`src/verilog/rbc_defines.svh`:
```
// register offsets, field positions, reset values and timing counts
// assumes a 32-bit apb slave with byte addresses on an 8-bit paddr
`ifndef RBC_DEFINES_SVH
`define RBC_DEFINES_SVH

// register byte offsets
`define RBC_SYSCTL_OFF 8'h00
`define RBC_STAT_OFF 8'h04
`define RBC_COMMAND_STATUS_REGISTER_OFF 8'h08
`define RBC_ISTAT_OFF 8'h0c
`define RBC_IMASK_OFF 8'h10

// system control field positions
`define RBC_SOFTWARE_RESET_BIT 15
`define RBC_DISPLAY_RESET_BIT 14
`define RBC_DEN_BIT 13
`define RBC_RENDERING_BREAK_REQUEST_BIT 10
`define RBC_DC_BIT 9
`define RBC_RS_BIT 8
`define RBC_DBM_LO 6
`define RBC_DBM_HI 7

// status flag positions
`define RBC_ST_TRAP 0
`define RBC_ST_BRK 1
`define RBC_ST_CER 2
`define RBC_ST_CSF 3
`define RBC_ST_BUSY 4
`define RBC_ST_FLUSH 5

// interrupt bit positions and width
`define RBC_IRQ_TRAP 0
`define RBC_IRQ_BRK 1
`define RBC_IRQ_SWAP 2
`define RBC_IRQ_START 3
`define RBC_IRQ_CER 4
`define RBC_IRQ_W 5

// reset values
`define RBC_DISPLAY_RESET_RST 1'b1
`define RBC_DBM_RST 2'b00

// timing: idle time before an automatic fifo drain
`define RBC_PCLK_NS 50
`define RBC_BASE_PERIOD_NS 50
`define RBC_IDLE_TCYC 32
`define RBC_IDLE_CYC ((`RBC_IDLE_TCYC * `RBC_BASE_PERIOD_NS + `RBC_PCLK_NS - 1) / `RBC_PCLK_NS)

`endif

```
`src/verilog/rbc_pkg.sv`:
```
// types shared by the rendering break and buffer control block
// assumes rbc_defines.svh is on the include path
package rbc_pkg;
	`include "rbc_defines.svh"

	// double-buffer control modes
	typedef enum logic [1:0] {
		RBC_DBM_AUTO_DISP = 2'b00,
		RBC_DBM_AUTO_REND = 2'b01,
		RBC_DBM_MANUAL = 2'b10,
		RBC_DBM_BAD = 2'b11
	} rbc_dbm_e;

	// idle counter state
	typedef struct packed {
		logic [5:0] cnt;
		logic hit;
	} rbc_idle_s;

	// main block state
	typedef struct packed {
		logic rendering_break_request;
		logic display_area_change;
		logic rendering_start;
		rbc_dbm_e dbm;
		logic display_reset;
		logic display_enable;
		logic trap_flag;
		logic drawing_break_flag;
		logic cmd_error;
		logic cmd_suspend;
		logic [31:0] command_status_register;
		logic flush;
		logic [`RBC_IRQ_W-1:0] istat;
		logic [`RBC_IRQ_W-1:0] imask;
		logic irq;
		logic start_p;
		logic term_p;
		logic swap_p;
		logic ready;
		logic slverr;
		logic [31:0] rdata;
	} rbc_state_s;
endpackage : rbc_pkg

```
`src/verilog/rbc_idle_cnt.sv`:
```
// idle watch on host graphics memory accesses
// assumes the access strobe is on pclk; base clock equals pclk
`timescale 1ns/1ps
`include "rbc_defines.svh"
module rbc_idle_cnt (
	input logic pclk, // system clock
	input logic presetn, // async reset, active low
	input logic access, // host touched graphics memory this cycle
	output logic hit // one pulse after the idle time
);
	import rbc_pkg::*;

	localparam logic [5:0] IDLE_CYC = 6'(`RBC_IDLE_CYC);

	rbc_idle_s r_reg;
	rbc_idle_s r_next;

	// count idle cycles, saturate so the pulse fires once per gap
	always_comb begin
		r_next = r_reg;
		r_next.hit = 1'b0;
		if (access) begin
			r_next.cnt = 6'h00;
		end else if (r_reg.cnt != IDLE_CYC) begin
			r_next.cnt = r_reg.cnt + 6'h01;
			r_next.hit = (r_reg.cnt == IDLE_CYC - 6'h01);
		end
	end

	always_ff @(posedge pclk or negedge presetn) begin
		if (!presetn) begin
			r_reg <= '0;
		end else begin
			r_reg <= r_next;
		end
	end

	assign hit = r_reg.hit;
endmodule : rbc_idle_cnt

```
`src/verilog/rbc_top.sv`:
```
// rendering break, rendering start, fifo drain and buffer switch control
// assumes the rendering engine and display unit run on pclk
// Notes on behaviour
// - trap command sets trap flag, ends drawing
// - break request ends drawing at next command fetch
// - break request while idle leaves break flag
// - after break, command status holds next address
// - break request cleared only by actual break; here software reset also clears it
// - manual mode: display change bit requests swap
// - display change write of one needs bit clear
// - swap on frames, or fields in sync video
// - display change bit cleared after swap done
// - rendering start bit starts, then self-clears
// - rendering start first drains host write fifo
// - drain fifo after 32 idle base cycles
// - mode 00 auto, 01 render, 10 manual
// - refresh-only display mode blocks rendering start
// - software reset clears error, trap, break flags
//
// Added by the designer: the placing of the registers and the APB register port.
`timescale 1ns/1ps
`include "rbc_defines.svh"
module rbc_top (
	input logic pclk, // system clock
	input logic presetn, // async reset, active low
	input logic psel, // apb select
	input logic penable, // apb access phase
	input logic pwrite, // apb write
	input logic [7:0] paddr, // apb byte address
	input logic [31:0] pwdata, // apb write data
	output logic [31:0] prdata, // apb read data
	output logic pready, // apb ready
	output logic pslverr, // apb error on unmapped address
	input logic drawing_active, // engine is drawing
	input logic cmd_fetch, // engine fetches a command
	input logic [31:0] cmd_fetch_addr, // start address of fetched command
	input logic trap_exec, // trap command executed
	input logic cmd_error_ev, // engine command error
	input logic cmd_suspend_ev, // engine command suspended
	input logic frame_start, // display frame boundary
	input logic field_start, // display field boundary
	input logic ilace_sync_video, // display in interlace sync and video
	input logic host_gm_access, // host touched graphics memory
	input logic host_gm_read, // host read graphics memory
	input logic fifo_empty, // host write fifo is empty
	output logic fifo_flush, // drain host write fifo to memory
	output logic render_start, // one pulse: start drawing
	output logic draw_terminate, // one pulse: drawing ended
	output logic buffer_switch, // one pulse: swap display buffer
	output rbc_pkg::rbc_dbm_e dbm_mode, // double-buffer mode
	output logic display_reset, // display reset control
	output logic display_enable, // display enable control
	output logic irq // level interrupt
);
	import rbc_pkg::*;

	rbc_state_s r_reg;
	rbc_state_s r_next;

	logic idle_hit;
	logic access_done;
	logic sys_wr;
	logic software_reset_wr;
	logic refresh_only;
	logic brk_take;
	logic swap_take;
	logic start_take;

	// drains after a quiet gap on the host memory port
	rbc_idle_cnt u_idle (
		.pclk(pclk),
		.presetn(presetn),
		.access(host_gm_access),
		.hit(idle_hit)
	);

	// event decode shared by next state and checks
	always_comb begin
		access_done = psel & penable & r_reg.ready;
		sys_wr = access_done & pwrite & (paddr == `RBC_SYSCTL_OFF);
		software_reset_wr = sys_wr & pwdata[`RBC_SOFTWARE_RESET_BIT];
		refresh_only = r_reg.display_reset & ~r_reg.display_enable;
		brk_take = cmd_fetch & drawing_active & r_reg.rendering_break_request;
		swap_take = r_reg.display_area_change & (r_reg.dbm == RBC_DBM_MANUAL) &
			(ilace_sync_video ? field_start : frame_start);
		// wait for the drain so rendering never sees stale memory
		start_take = r_reg.rendering_start & fifo_empty & ~r_reg.flush &
			~refresh_only & ~drawing_active & ~r_reg.start_p;
	end

	// next state: hardware clears first, then sets, so sets win
	always_comb begin
		logic [31:0] rd_val;
		rd_val = 32'h0000_0000;
		r_next = r_reg;
		r_next.start_p = 1'b0;
		r_next.term_p = 1'b0;
		r_next.swap_p = 1'b0;
		r_next.slverr = 1'b0;
		// two-cycle access phase keeps prdata coming from a flop
		r_next.ready = psel & penable & ~r_reg.ready;

		// read mux shows live bits, hardware clears included
		unique case (paddr)
			`RBC_SYSCTL_OFF: begin
				rd_val[`RBC_DISPLAY_RESET_BIT] = r_reg.display_reset;
				rd_val[`RBC_DEN_BIT] = r_reg.display_enable;
				rd_val[`RBC_RENDERING_BREAK_REQUEST_BIT] = r_reg.rendering_break_request;
				rd_val[`RBC_DC_BIT] = r_reg.display_area_change;
				rd_val[`RBC_RS_BIT] = r_reg.rendering_start;
				rd_val[`RBC_DBM_HI:`RBC_DBM_LO] = r_reg.dbm;
			end
			`RBC_STAT_OFF: begin
				rd_val[`RBC_ST_TRAP] = r_reg.trap_flag;
				rd_val[`RBC_ST_BRK] = r_reg.drawing_break_flag;
				rd_val[`RBC_ST_CER] = r_reg.cmd_error;
				rd_val[`RBC_ST_CSF] = r_reg.cmd_suspend;
				rd_val[`RBC_ST_BUSY] = drawing_active;
				rd_val[`RBC_ST_FLUSH] = r_reg.flush;
			end
			`RBC_COMMAND_STATUS_REGISTER_OFF: rd_val = r_reg.command_status_register;
			`RBC_ISTAT_OFF: rd_val[`RBC_IRQ_W-1:0] = r_reg.istat;
			`RBC_IMASK_OFF: rd_val[`RBC_IRQ_W-1:0] = r_reg.imask;
			default: rd_val = 32'h0000_0000;
		endcase
		if (psel & penable & ~r_reg.ready) begin
			r_next.rdata = rd_val;
			r_next.slverr = ~(paddr == `RBC_SYSCTL_OFF || paddr == `RBC_STAT_OFF ||
				paddr == `RBC_COMMAND_STATUS_REGISTER_OFF || paddr == `RBC_ISTAT_OFF ||
				paddr == `RBC_IMASK_OFF);
		end

		// software reset clears the engine flags and break request
		if (software_reset_wr) begin
			r_next.cmd_error = 1'b0;
			r_next.trap_flag = 1'b0;
			r_next.cmd_suspend = 1'b0;
			r_next.rendering_break_request = 1'b0;
			r_next.drawing_break_flag = 1'b0;
		end

		// hardware clears of the control bits
		if (brk_take) begin
			r_next.rendering_break_request = 1'b0;
		end
		if (swap_take) begin
			r_next.display_area_change = 1'b0;
			r_next.swap_p = 1'b1;
		end
		if (start_take) begin
			r_next.rendering_start = 1'b0;
			r_next.start_p = 1'b1;
		end
		if (fifo_empty) begin
			r_next.flush = 1'b0;
		end

		// interrupt status: write one to clear, before hardware sets
		if (access_done & pwrite & (paddr == `RBC_ISTAT_OFF)) begin
			r_next.istat = r_reg.istat & ~pwdata[`RBC_IRQ_W-1:0];
		end
		if (access_done & pwrite & (paddr == `RBC_IMASK_OFF)) begin
			r_next.imask = pwdata[`RBC_IRQ_W-1:0];
		end

		// host writes: zeros never clear the self-clearing bits
		if (sys_wr) begin
			r_next.display_reset = pwdata[`RBC_DISPLAY_RESET_BIT];
			r_next.display_enable = pwdata[`RBC_DEN_BIT];
			if (pwdata[`RBC_RENDERING_BREAK_REQUEST_BIT]) begin
				r_next.rendering_break_request = 1'b1;
			end
			if (pwdata[`RBC_DC_BIT] & ~r_reg.display_area_change) begin
				r_next.display_area_change = 1'b1;
			end
			if (pwdata[`RBC_RS_BIT]) begin
				r_next.rendering_start = 1'b1;
				r_next.flush = 1'b1;
			end
			// the prohibited code is dropped, keeping the old mode
			if (pwdata[`RBC_DBM_HI:`RBC_DBM_LO] != RBC_DBM_BAD) begin
				r_next.dbm = rbc_dbm_e'(pwdata[`RBC_DBM_HI:`RBC_DBM_LO]);
			end
		end

		// drain requests from idle gaps and host reads
		if (idle_hit) begin
			r_next.flush = 1'b1;
		end
		if (host_gm_read) begin
			r_next.flush = 1'b1;
		end

		// engine events set flags last, so they win over clears
		if (trap_exec) begin
			r_next.trap_flag = 1'b1;
			r_next.term_p = 1'b1;
			r_next.istat[`RBC_IRQ_TRAP] = 1'b1;
		end
		// flag only sets on a fetch during drawing
		if (brk_take) begin
			r_next.drawing_break_flag = 1'b1;
			r_next.term_p = 1'b1;
			r_next.command_status_register = cmd_fetch_addr;
			r_next.istat[`RBC_IRQ_BRK] = 1'b1;
		end
		if (cmd_error_ev) begin
			r_next.cmd_error = 1'b1;
			r_next.istat[`RBC_IRQ_CER] = 1'b1;
		end
		if (cmd_suspend_ev) begin
			r_next.cmd_suspend = 1'b1;
		end
		if (swap_take) begin
			r_next.istat[`RBC_IRQ_SWAP] = 1'b1;
		end
		if (start_take) begin
			r_next.istat[`RBC_IRQ_START] = 1'b1;
		end

		r_next.irq = |(r_next.istat & r_next.imask);
	end

	// state register
	always_ff @(posedge pclk or negedge presetn) begin
		if (!presetn) begin
			r_reg <= '0;
			r_reg.display_reset <= `RBC_DISPLAY_RESET_RST;
			r_reg.dbm <= rbc_dbm_e'(`RBC_DBM_RST);
		end else begin
			r_reg <= r_next;
		end
	end

	// outputs straight from the state flops
	assign prdata = r_reg.rdata;
	assign pready = r_reg.ready;
	assign pslverr = r_reg.slverr;
	assign fifo_flush = r_reg.flush;
	assign render_start = r_reg.start_p;
	assign draw_terminate = r_reg.term_p;
	assign buffer_switch = r_reg.swap_p;
	assign dbm_mode = r_reg.dbm;
	assign display_reset = r_reg.display_reset;
	assign display_enable = r_reg.display_enable;
	assign irq = r_reg.irq;
endmodule : rbc_top

```
`config.mk`:
```
export PLATFORM = sky130hd
export DESIGN_NAME = rbc_top
export DESIGN_NICKNAME = d
export VERILOG_FILES = /design/src/verilog/rbc_pkg.sv /design/src/verilog/rbc_idle_cnt.sv /design/src/verilog/rbc_top.sv
export VERILOG_INCLUDE_DIRS = /design/src /design/src/verilog
export SDC_FILE = /design/constraint.sdc
export NUM_CORES = 1
export LEC_CHECK = 0
export BUFFER_PORTS_ARGS = -buffer_cell sky130_fd_sc_hd__buf_2
export CORE_MARGIN = 1.5
export CORE_UTILIZATION = 55
export CTS_CLUSTER_DIAMETER = 80
export CTS_CLUSTER_SIZE = 20
export DETAILED_ROUTE_END_ITERATION = 8
export PLACE_DENSITY_LB_ADDON = 0.12
export SYNTH_ARGS = -nofsm -noshare
export SYNTH_HDL_FRONTEND = slang
export SYNTH_HIERARCHICAL = 1
export SYNTH_SLANG_ARGS = --single-unit
```
`constraint.sdc`:
```
create_clock -name pclk -period 3.3 [get_ports pclk]
set_input_delay 0.66 -clock pclk [delete_from_list [all_inputs] [get_ports pclk]]
set_output_delay 0.66 -clock pclk [all_outputs]
set_load 0.1 [all_outputs]
```
==> impl_metrics.csv, run 1 <==
group,metric,value,unit
status,status,"finished clean",
synthesis,ys_types,49,
grt,grt.overflow.total,0,
route,via_per_inst,5.33,
power_and_ir_drop,power_leakage,2.65,nW
clocking,h-tree-depth,3,
power_and_ir_drop,p_per_area,437,mW/mm²
clocking,clock_latency,0.35,ns
route,final_antenna_net_count,0,
synthesis,synth_nets,485,
synthesis,ys_warn_count,6,
placement,dp.cells,564,
worst_setup_path,critPathArrivalTime,2.54,ns
worst_setup_path,critPathMaxFanout,6,
layout,fillCellCount,664,
sta,fin_worst_skew,0.0148,ns
sta,worst_pin_slew,0.782,ns
sta,rsz0062_at_grt,"no",
route,routedWlPerCell,16.1,µm
layout,final_common_cell,"buf_2",
layout,final_nets,563,
route,routed_wl,9.36,mm
grt,antenna_found_initial,0,
power_and_ir_drop,ir_worst_vdd,0.312,mV
placement,dpl.hpwl,6.69,mm
placement,detailed_place.area,0.00483,mm²
sta,setup_viol,0,
placement,post-place-ws,0.639,ns
layout,drive_gt1_frac,0.385,
route,num_vias,3092,
worst_setup_path,critical-path-max-stage-delay,0.60,ns
sta,tns,0,ns
layout,stdcell_area,0.00502,mm²
die,rows,32,
sta,layout_setup_ws,0.979,ns
route,met1Wirelength,4.27,mm
die,die_h,92.6,µm
route,top_layer,"met4",
clocking,clk_pin_slew,0.10,ns
clocking,clock_sinks,99,
worst_setup_path,crit_start,"paddr[7]",
route,wl_met3,614,µm
placement,port_buffers,111,
layout,n_antenna_cell,0,
hold_path,hold_class,"primary input to async pin",
sta,final-max-slew-violation-count,0,
sta,min_period,2.32,ns
synthesis,synth_seq_area_share,0.561,
worst_setup_path,rr_startpoint,"pready",
synthesis,synth.avg_cell_area,11.2,µm²
die,io_pins,131,
clocking,cts_tree,"done",
worst_setup_path,cp_top_family,"simple AND/OR/NAND/NOR gates",
placement,gp_congestion,0.860,
route,drt-pass1-iter-count,4,
worst_setup_path,endpoint_kind,"flop",
grt,grt_max_degree,64,
worst_setup_path,crit_required,3.52,ns
clocking,cts-root-buf,"clkbuf_8",
grt,first_global_vias,3177,
clocking,hold_buffers,0,
worst_setup_path,critPathKind,"primary input to flop",
synthesis,yosysTopAreaCellShare,0.555,
clocking,cts_setup_buffers,0,
layout,largest_register_ffs,49,
layout,fin_cells,580,
layout,area_delta_synth_final,13.6,%
worst_setup_path,crit_buf_inv,1,
route,drc_errors,0,
synthesis,yosysTopAreaCell,"dfrtp_1",
sta,hold_violations,0,
die,initial_utilization,0.569,
flow_run,maxCapViolations,0,
clocking,ctsResizeCount,0,
layout,final_cell_mix,"buf_2, dfrtp_1, nand2_1",
die,core-area,0.00777,mm²
worst_setup_path,path_cells,"buf_2, or4_4, nor4_4, mux2_2, a22oi_1, nand4_1",
clocking,cts_max_path_buffers,2,
route,drtIter0Drc,182,
synthesis,synthArstFlopShare,1.00,
synthesis,netlist_top_cells_area,"dfrtp_1, mux2_2, buf_4",
route,wl_met2,4.40,mm
worst_setup_path,crit_slowest_cell,"or4_4",
worst_setup_path,startpoint_type,"primary input",
sta,max_freq,0.431,GHz
die,die_area,0.00858,mm²
synthesis,synth_edf_count,0,
clocking,cts_made_buffers,9,
die,fp.dieW,92.6,µm
sta,relSlewSlack,0.479,
synthesis,syn_inst,395,
synthesis,syn_area,0.00442,mm²
synthesis,ys_seq_elements,99,
synthesis,ys.flop_type,"dfrtp_1",
grt,grt.total_usage,0.235,
grt,grt_pass1_wl,15.6,mm
sta,finalCritPeriodShare,0.703,
worst reg2reg max path, delay by kind of cell, from the launching register on:
family           cells  cell delay [ns]
AO/OA/AOI/OAI        1             0.18
multiplexers         1             0.40
flip-flops           1             0.37
AND/OR/NAND/NOR      3             0.94
path summary, 6_finish.rpt:
| path | to | slack, ns | cells past startpoint |
|---|---|---|---|
| max reg2reg | irq | 1.29 | 5 |
| min reg2reg | prdata[18] | 0.47 | 2 |
| min | prdata[5] | 0.37 | 1 |
| max in group asynchronous | r_reg[38] | 2.10 | 2 |
| max | irq | 0.98 | 6 |
| min in group pclk | prdata[18] | 0.47 | 2 |
cell usage after synthesis, types with 4 or more instances:
cell type and count:
mux2_2 38, a22o_1 5, nor2_1 13, nor2b_1 5
nor3_1 4, nand3_1 22, o22ai_1 4, o21ai_1 7
clkbuf_1 13, inv_1 8, buf_4 35, a22oi_1 17
nand2_1 68, o21ai_0 5, dfrtp_1 98
stage by stage:
| stage | power [mW] | hold WS [ns] | util |
|---|---|---|---|
| floorplan | 1.35 | 0.364 | - |
| detailed placement | 1.44 | 0.450 | 0.621 |
| finish | 2.19 | 0.372 | 0.646 |
| CTS | 2.21 | 0.410 | 0.646 |
| global placement | 1.44 | 0.444 | 0.621 |
| global route | 2.28 | 0.435 | 0.646 |
routing by layer:
layer | vias to the layer above | GRT usage
met5 | - | 0
met4 | 0 | 0.0480
met3 | 6 | 0.0509
met2 | 103 | 0.366
met1 | 1505 | 0.342
li1 | 1478 | -
logic make-up (layout without fill, tap and decap cells):
kind of cell / after synthesis / count (layout) / synth area share
AOI/OAI and AO/OA: 54 / 54 / 0.0838
xor gates and xnor gates: 3 / 3 / 0.00595
DFF: 99 / 99 / 0.561
adders and majority gates: 2 / 2 / 0.00566
and+or+nand+nor: 138 / 138 / 0.160
muxes: 40 / 40 / 0.101
buffers and inverters: 59 / 142 / 0.0821
layout make-up:
cell class	instances	area, µm²	area share
sequential	99	2480	0.494
multi-input combinational	237	1580	0.315
timing repair buffer	118	611	0.122
clock buffer	11	131	0.0262
tap	102	128	0.0254
clock inverter	5	62.6	0.0125
inverter	8	30.0	0.00598
where the power goes:
group / internal (mW) / total [mW] / switching (mW) / leakage [nW]
registers: 1.23 / 1.25 / 0.0140 / 1.34
clock network: 0.356 / 0.774 / 0.418 / 0.0901
logic: 0.0597 / 0.172 / 0.112 / 1.22
total: 1.65 / 2.19 / 0.544 / 2.65
(Power assumes the default switching activity.)
==> run 2, diff against run 1 <==
CORE_UTILIZATION = 47   (was 55)
clock period = 1.9 ns   (was 3.3 ns; I/O delays follow)
==> run 2 against run 1 <==
Against the previous run:
- combinational power is 87% higher
- sequential power is 73% higher
- clock skew is 0.0037 ns lower
- clock power is 61% higher
- setup slack worse by 0.97 ns
==> impl_metrics.csv, run 2 (synthesis results as in run 1) <==
group,metric,value,unit
worst_setup_path,r2r-end,"irq",
worst_setup_path,reg2regPathDepth,7,
clocking,clock_latency,0.37,ns
route,num_vias,3145,
status,status,"finished clean",
power_and_ir_drop,power_leakage,2.76,nW
die,die_h,100,µm
worst_setup_path,critPathMaxFanout,5,
route,routed_wl,9.55,mm
clocking,clock_sinks,99,
sta,fin_worst_skew,0.0111,ns
die,core-area,0.00920,mm²
route,final_antenna_net_count,0,
worst_setup_path,rr_startpoint,"pready",
die,fp.dieW,100,µm
worst_setup_path,critPathKind,"primary input to flop",
placement,port_buffers,111,
sta,worst_pin_slew,0.587,ns
worst_setup_path,crit_buf_inv,3,
layout,fillCellCount,812,
worst_setup_path,crit_start,"paddr[0]",
placement,gp_congestion,0.821,
sta,hold_violations,0,
placement,dpl.hpwl,6.82,mm
die,io_pins,131,
clocking,clk_pin_slew,0.10,ns
layout,largest_register_ffs,49,
grt,grt_pass1_wl,15.5,mm
sta,max_freq,0.528,GHz
grt,grt.total_usage,0.202,
die,die_area,0.00999,mm²
layout,stdcell_area,0.00535,mm²
layout,seqCellArea,0.00248,mm²
route,routedWlPerCell,15.7,µm
worst_setup_path,crit_cells,8,
sta,setup_viol,0,
placement,post-place-ws,-0.429,ns
route,drtIter0Drc,116,
sta,finalCritPeriodShare,0.996,
grt,antenna_found_initial,0,
clocking,hold_buffers,0,
clocking,cts_max_path_buffers,2,
worst_setup_path,critical-path-top-cell-by-count,"buf_4",
worst_setup_path,crit_path_end,"irq",
worst_setup_path,critPathArrivalTime,2.13,ns
grt,first_global_vias,3018,
sta,fin_hold_ws,0.0239,ns
clocking,h-tree-depth,3,
layout,drive_gt1_frac,0.462,
worst_setup_path,crit_slowest_cell,"or4_4",
layout,final_cell_mix,"buf_2, dfrtp_1, nand2_1",
layout,area_delta_synth_final,21.1,%
route,drc_errors,0,
clocking,cts_made_buffers,9,
sta,final-max-slew-violation-count,0,
worst_setup_path,startpoint_type,"primary input",
worst_setup_path,regToRegSetupSlack,0.19,ns
worst_setup_path,cp_top_family,"simple AND/OR/NAND/NOR gates",
worst_setup_path,path_cells,"buf_2, or4_4, buf_4, nor4b_2, buf_4, a31oi_1, a22oi_2, nand4_1",
worst_setup_path,crit_required,2.14,ns
clocking,cts-root-buf,"clkbuf_8",
power_and_ir_drop,ir_worst_vdd,0.398,mV
clocking,cts_tree,"done",
sta,layout_setup_ws,0.00756,ns
grt,grt.overflow.total,0,
die,initial_utilization,0.480,
layout,n_antenna_cell,0,
flow_run,maxCapViolations,0,
route,drt-pass1-iter-count,4,
worst_setup_path,critical-path-max-stage-delay,0.59,ns
route,via_per_inst,5.18,
layout,final_nets,581,
layout,multi_input_area,0.00172,mm²
hold_path,hold_class,"primary input to async pin",
grt,grt_max_degree,100,
worst_setup_path,endpoint_kind,"flop",
die,rows,35,
power_and_ir_drop,p_per_area,698,mW/mm²
sta,min_period,1.89,ns
placement,detailed_place.area,0.00513,mm²
sta,relSlewSlack,0.606,
layout,final_common_cell,"buf_2",
==> run 2: changes by cell type in the layout (fill, tap and decap cells not counted), moves of 2 or more <==
cell / change
buf_12: +5
buf_4: +12
inv_6: +2
mux2_2: -4
mux2_4: +4
nand3_1: -19
nand3_2: +19
o21ai_0: -2
o21ai_2: +2
==> run 2: repair_timing <==
item | 4_1_cts | 5_1_grt
pin swaps | 1 | 4
endpoints found under the setup margin | 1 | 1
buffers inserted | 1 | 2
resized for setup | 0 | 7
==> run 2: worst min-delay path by stage <==
| stage | slack, ns | end | from | cells after the start |
|---|---|---|---|---|
| floorplan | 0.08 | buffer_switch | presetn | 0 |
| global placement | 0.45 | prdata[12] | prdata[12] | 2 |
| CTS | 0.07 | prdata[7] | presetn | 2 |
| detailed placement | 0.46 | prdata[15] | prdata[15] | 2 |
| global route | 0.09 | prdata[7] | presetn | 2 |
| finish | 0.02 | prdata[6] | presetn | 2 |
==> run 2: power breakdown <==
part | internal (mW) | switching (mW)
clock | 0.489 | 0.758
sequential | 2.14 | 0.0259
combinational | 0.123 | 0.199
==> run 2: worst reg2reg max path: stages (launching register included) <==
cell and delay, ns:
dfrtp_2 0.38, nand4_1 0.13, buf_6 0.17, nor4_4 0.13, buf_4 0.19, mux2_4 0.32, a22oi_2 0.17, nand4_1 0.11
==> run 2: per-layer routing <==
metal  track usage  share of wire  vias up
met2         0.313           0.47       71
met3        0.0474          0.045        8
met5             0              0        -
li1              -              -     1527
met1         0.285           0.47     1539
met4        0.0585          0.011        0
==> run 2: stage by stage <==
| stage | instances | power (mW) | utilization | TNS [ns] |
|---|---|---|---|---|
| global route | 607 | 3.88 | 0.582 | -0.0287 |
| floorplan | 395 | 2.35 | - | -5.83 |
| finish | 607 | 3.73 | 0.582 | 0 |
| global placement | 588 | 2.53 | 0.558 | -7.98 |
| CTS | 605 | 3.78 | 0.578 | 0 |
| detailed placement | 588 | 2.53 | 0.558 | -8.72 |
==> run 2: cell type report <==
cell class / count / area share
flip-flops and latches: 99 / 0.464
multi-input cells: 237 / 0.321
repair buffers: 136 / 0.152
well taps: 111 / 0.0260
clock buffers: 10 / 0.0239
clock inverters: 6 / 0.00865
inverters: 8 / 0.00561
==> run 3, diff against run 2 <==
CORE_UTILIZATION = 55   (was 47)
PLACE_DENSITY = 0.84   (was default)
PLACE_DENSITY_LB_ADDON = default   (was 0.12)
clock period = 2.46 ns   (was 1.9 ns; I/O delays follow)
==> run 3 against run 2 <==
Against the previous run:
- flip-flop and latch count unchanged
- non-clock buffer count down 13
- power down 18%
- clock skew about the same
- clock power down 8%
- largest cell class unchanged
==> impl_metrics.csv, run 3 (synthesis results as in run 1) <==
group,metric,value,unit
status,status,"finished clean",
worst_setup_path,critical-path-max-stage-delay,0.57,ns
sta,max_freq,0.484,GHz
clocking,ctsResizeCount,0,
worst_setup_path,crit_start,"paddr[7]",
placement,gp_congestion,0.820,
layout,final_common_cell,"buf_2",
die,core-area,0.00777,mm²
power_and_ir_drop,pwr-share-clk,0.376,
sta,setup_viol,0,
die,initial_utilization,0.569,
layout,drive_gt1_frac,0.395,
grt,grt.overflow.total,0,
clocking,clock_latency,0.37,ns
layout,n_antenna_cell,0,
worst_setup_path,r2r-end,"irq",
placement,detailed_place.area,0.00489,mm²
grt,antenna_found_initial,0,
sta,worst_pin_slew,0.619,ns
flow_run,maxCapViolations,0,
route,routed_wl,9.53,mm
clocking,cts_setup_buffers,0,
layout,final_cell_mix,"buf_2, dfrtp_1, nand2_1",
power_and_ir_drop,p_per_area,598,mW/mm²
worst_setup_path,path_cells,"buf_2, or4_4, nor4_4, mux2_2, a22oi_1, nand4_1",
sta,relSlewSlack,0.587,
grt,grt.total_usage,0.240,
route,final_antenna_net_count,0,
route,drc_errors,0,
worst_setup_path,crit_slowest_cell,"or4_4",
worst_setup_path,endpoint_kind,"flop",
grt,grt_max_degree,48,
worst_setup_path,startpoint_type,"primary input",
route,drtIter0Drc,125,
route,wl_met3,601,µm
sta,fin_worst_skew,0.0107,ns
clocking,clk_pin_slew,0.09,ns
power_and_ir_drop,p_comb_frac,0.077,
sta,tns,0,ns
worst_setup_path,critPathKind,"primary input to flop",
clocking,clock_sinks,99,
power_and_ir_drop,power.internal,2.32,mW
layout,final_nets,568,
die,io_pins,131,
sta,min_period,2.06,ns
die,fp.dieW,92.6,µm
route,met1Wirelength,4.12,mm
grt,first_global_vias,3224,
die,rows,32,
layout,largest_register_ffs,49,
route,top_layer,"met4",
route,drt-pass1-iter-count,4,
worst_setup_path,reg2regPathDepth,5,
sta,rsz0062_at_grt,"no",
layout,area_delta_synth_final,15.7,%
worst_setup_path,critPathMaxFanout,5,
worst_setup_path,crit_required,2.69,ns
power_and_ir_drop,power.switching,0.740,mW
worst_setup_path,crit_path_end,"irq",
clocking,cts-root-buf,"clkbuf_8",
clocking,cts_made_buffers,9,
clocking,hold_buffers,0,
worst_setup_path,regToRegSetupSlack,0.57,ns
route,routedWlPerCell,16.3,µm
clocking,cts_tree,"done",
route,via_per_inst,5.42,
sta,final-max-slew-violation-count,0,
hold_path,hold_class,"primary input to async pin",
die,die_area,0.00858,mm²
power_and_ir_drop,power_leakage,2.70,nW
worst_setup_path,rr_startpoint,"pready",
placement,port_buffers,111,
power_and_ir_drop,switching_share,0.242,
worst_setup_path,critPathArrivalTime,2.30,ns
grt,grt_pass1_wl,15.6,mm
route,num_vias,3172,
clocking,h-tree-depth,3,
route,wl_met2,4.65,mm
placement,dpl.hpwl,7.04,mm
clocking,cts_max_path_buffers,2,
sta,hold_violations,0,
power_and_ir_drop,pwr-share-seq,0.547,
power_and_ir_drop,ir_worst_vdd,0.306,mV
die,die_h,92.6,µm
sta,finalCritPeriodShare,0.839,
layout,stdcell_area,0.00511,mm²
## run 3: cell type report
class | count | area, µm²
fill | 639 | 2660
sequential | 99 | 2480
multi-input combinational | 237 | 1580
timing repair buffer | 123 | 673
tap | 102 | 128
clock buffer | 9 | 124
clock inverter | 7 | 98.8
inverter | 8 | 30.0
## run 3: how the worst min path moves through the flow
stage	slack [ns]	start	to	depth (start not counted)
after floorplan	0.20	presetn	buffer_switch	0
after global placement	0.44	u_idle/hit	fifo_flush	2
after detailed placement	0.44	u_idle/hit	fifo_flush	2
after CTS	0.15	presetn	r_reg[44]	1
after global routing	0.18	presetn	r_reg[38]	1
final	0.14	presetn	r_reg[38]	1
## run 3: critical path: cells and delay by family
family | cells | cell delay, ns
mux | 1 | 0.40
buf+inv | 1 | 0.10
simple gates | 3 | 1.12
compound gates | 1 | 0.19
## run 3: metrics by stage
stage,utilization,setup WS (ns),instances,power [mW],hold slack (ns)
2_1_floorplan,-,0.0745,395,1.81,0.196
3_3_place_gp,0.629,0.0151,569,1.93,0.441
3_5_place_dp,0.629,0.0237,569,1.94,0.440
4_1_cts,0.658,0.389,585,3.08,0.154
5_1_grt,0.658,0.287,585,3.18,0.175
6_report,0.658,0.396,585,3.06,0.136
## run 3: layer usage
| metal | GRT usage | up-vias |
|---|---|---|
| li1 | - | 1490 |
| met1 | 0.315 | 1565 |
| met2 | 0.390 | 104 |
| met3 | 0.0624 | 13 |
| met4 | 0.0745 | 0 |
| met5 | 0 | - |
## run 3: power by group through the flow
stage / logic [mW] / registers, mW / clock network, mW
floorplan: 0.0756 / 1.73 / 0
global placement: 0.231 / 1.70 / 0
detailed placement: 0.236 / 1.70 / 0
CTS: 0.237 / 1.67 / 1.17
global route: 0.257 / 1.67 / 1.25
finish: 0.235 / 1.67 / 1.15
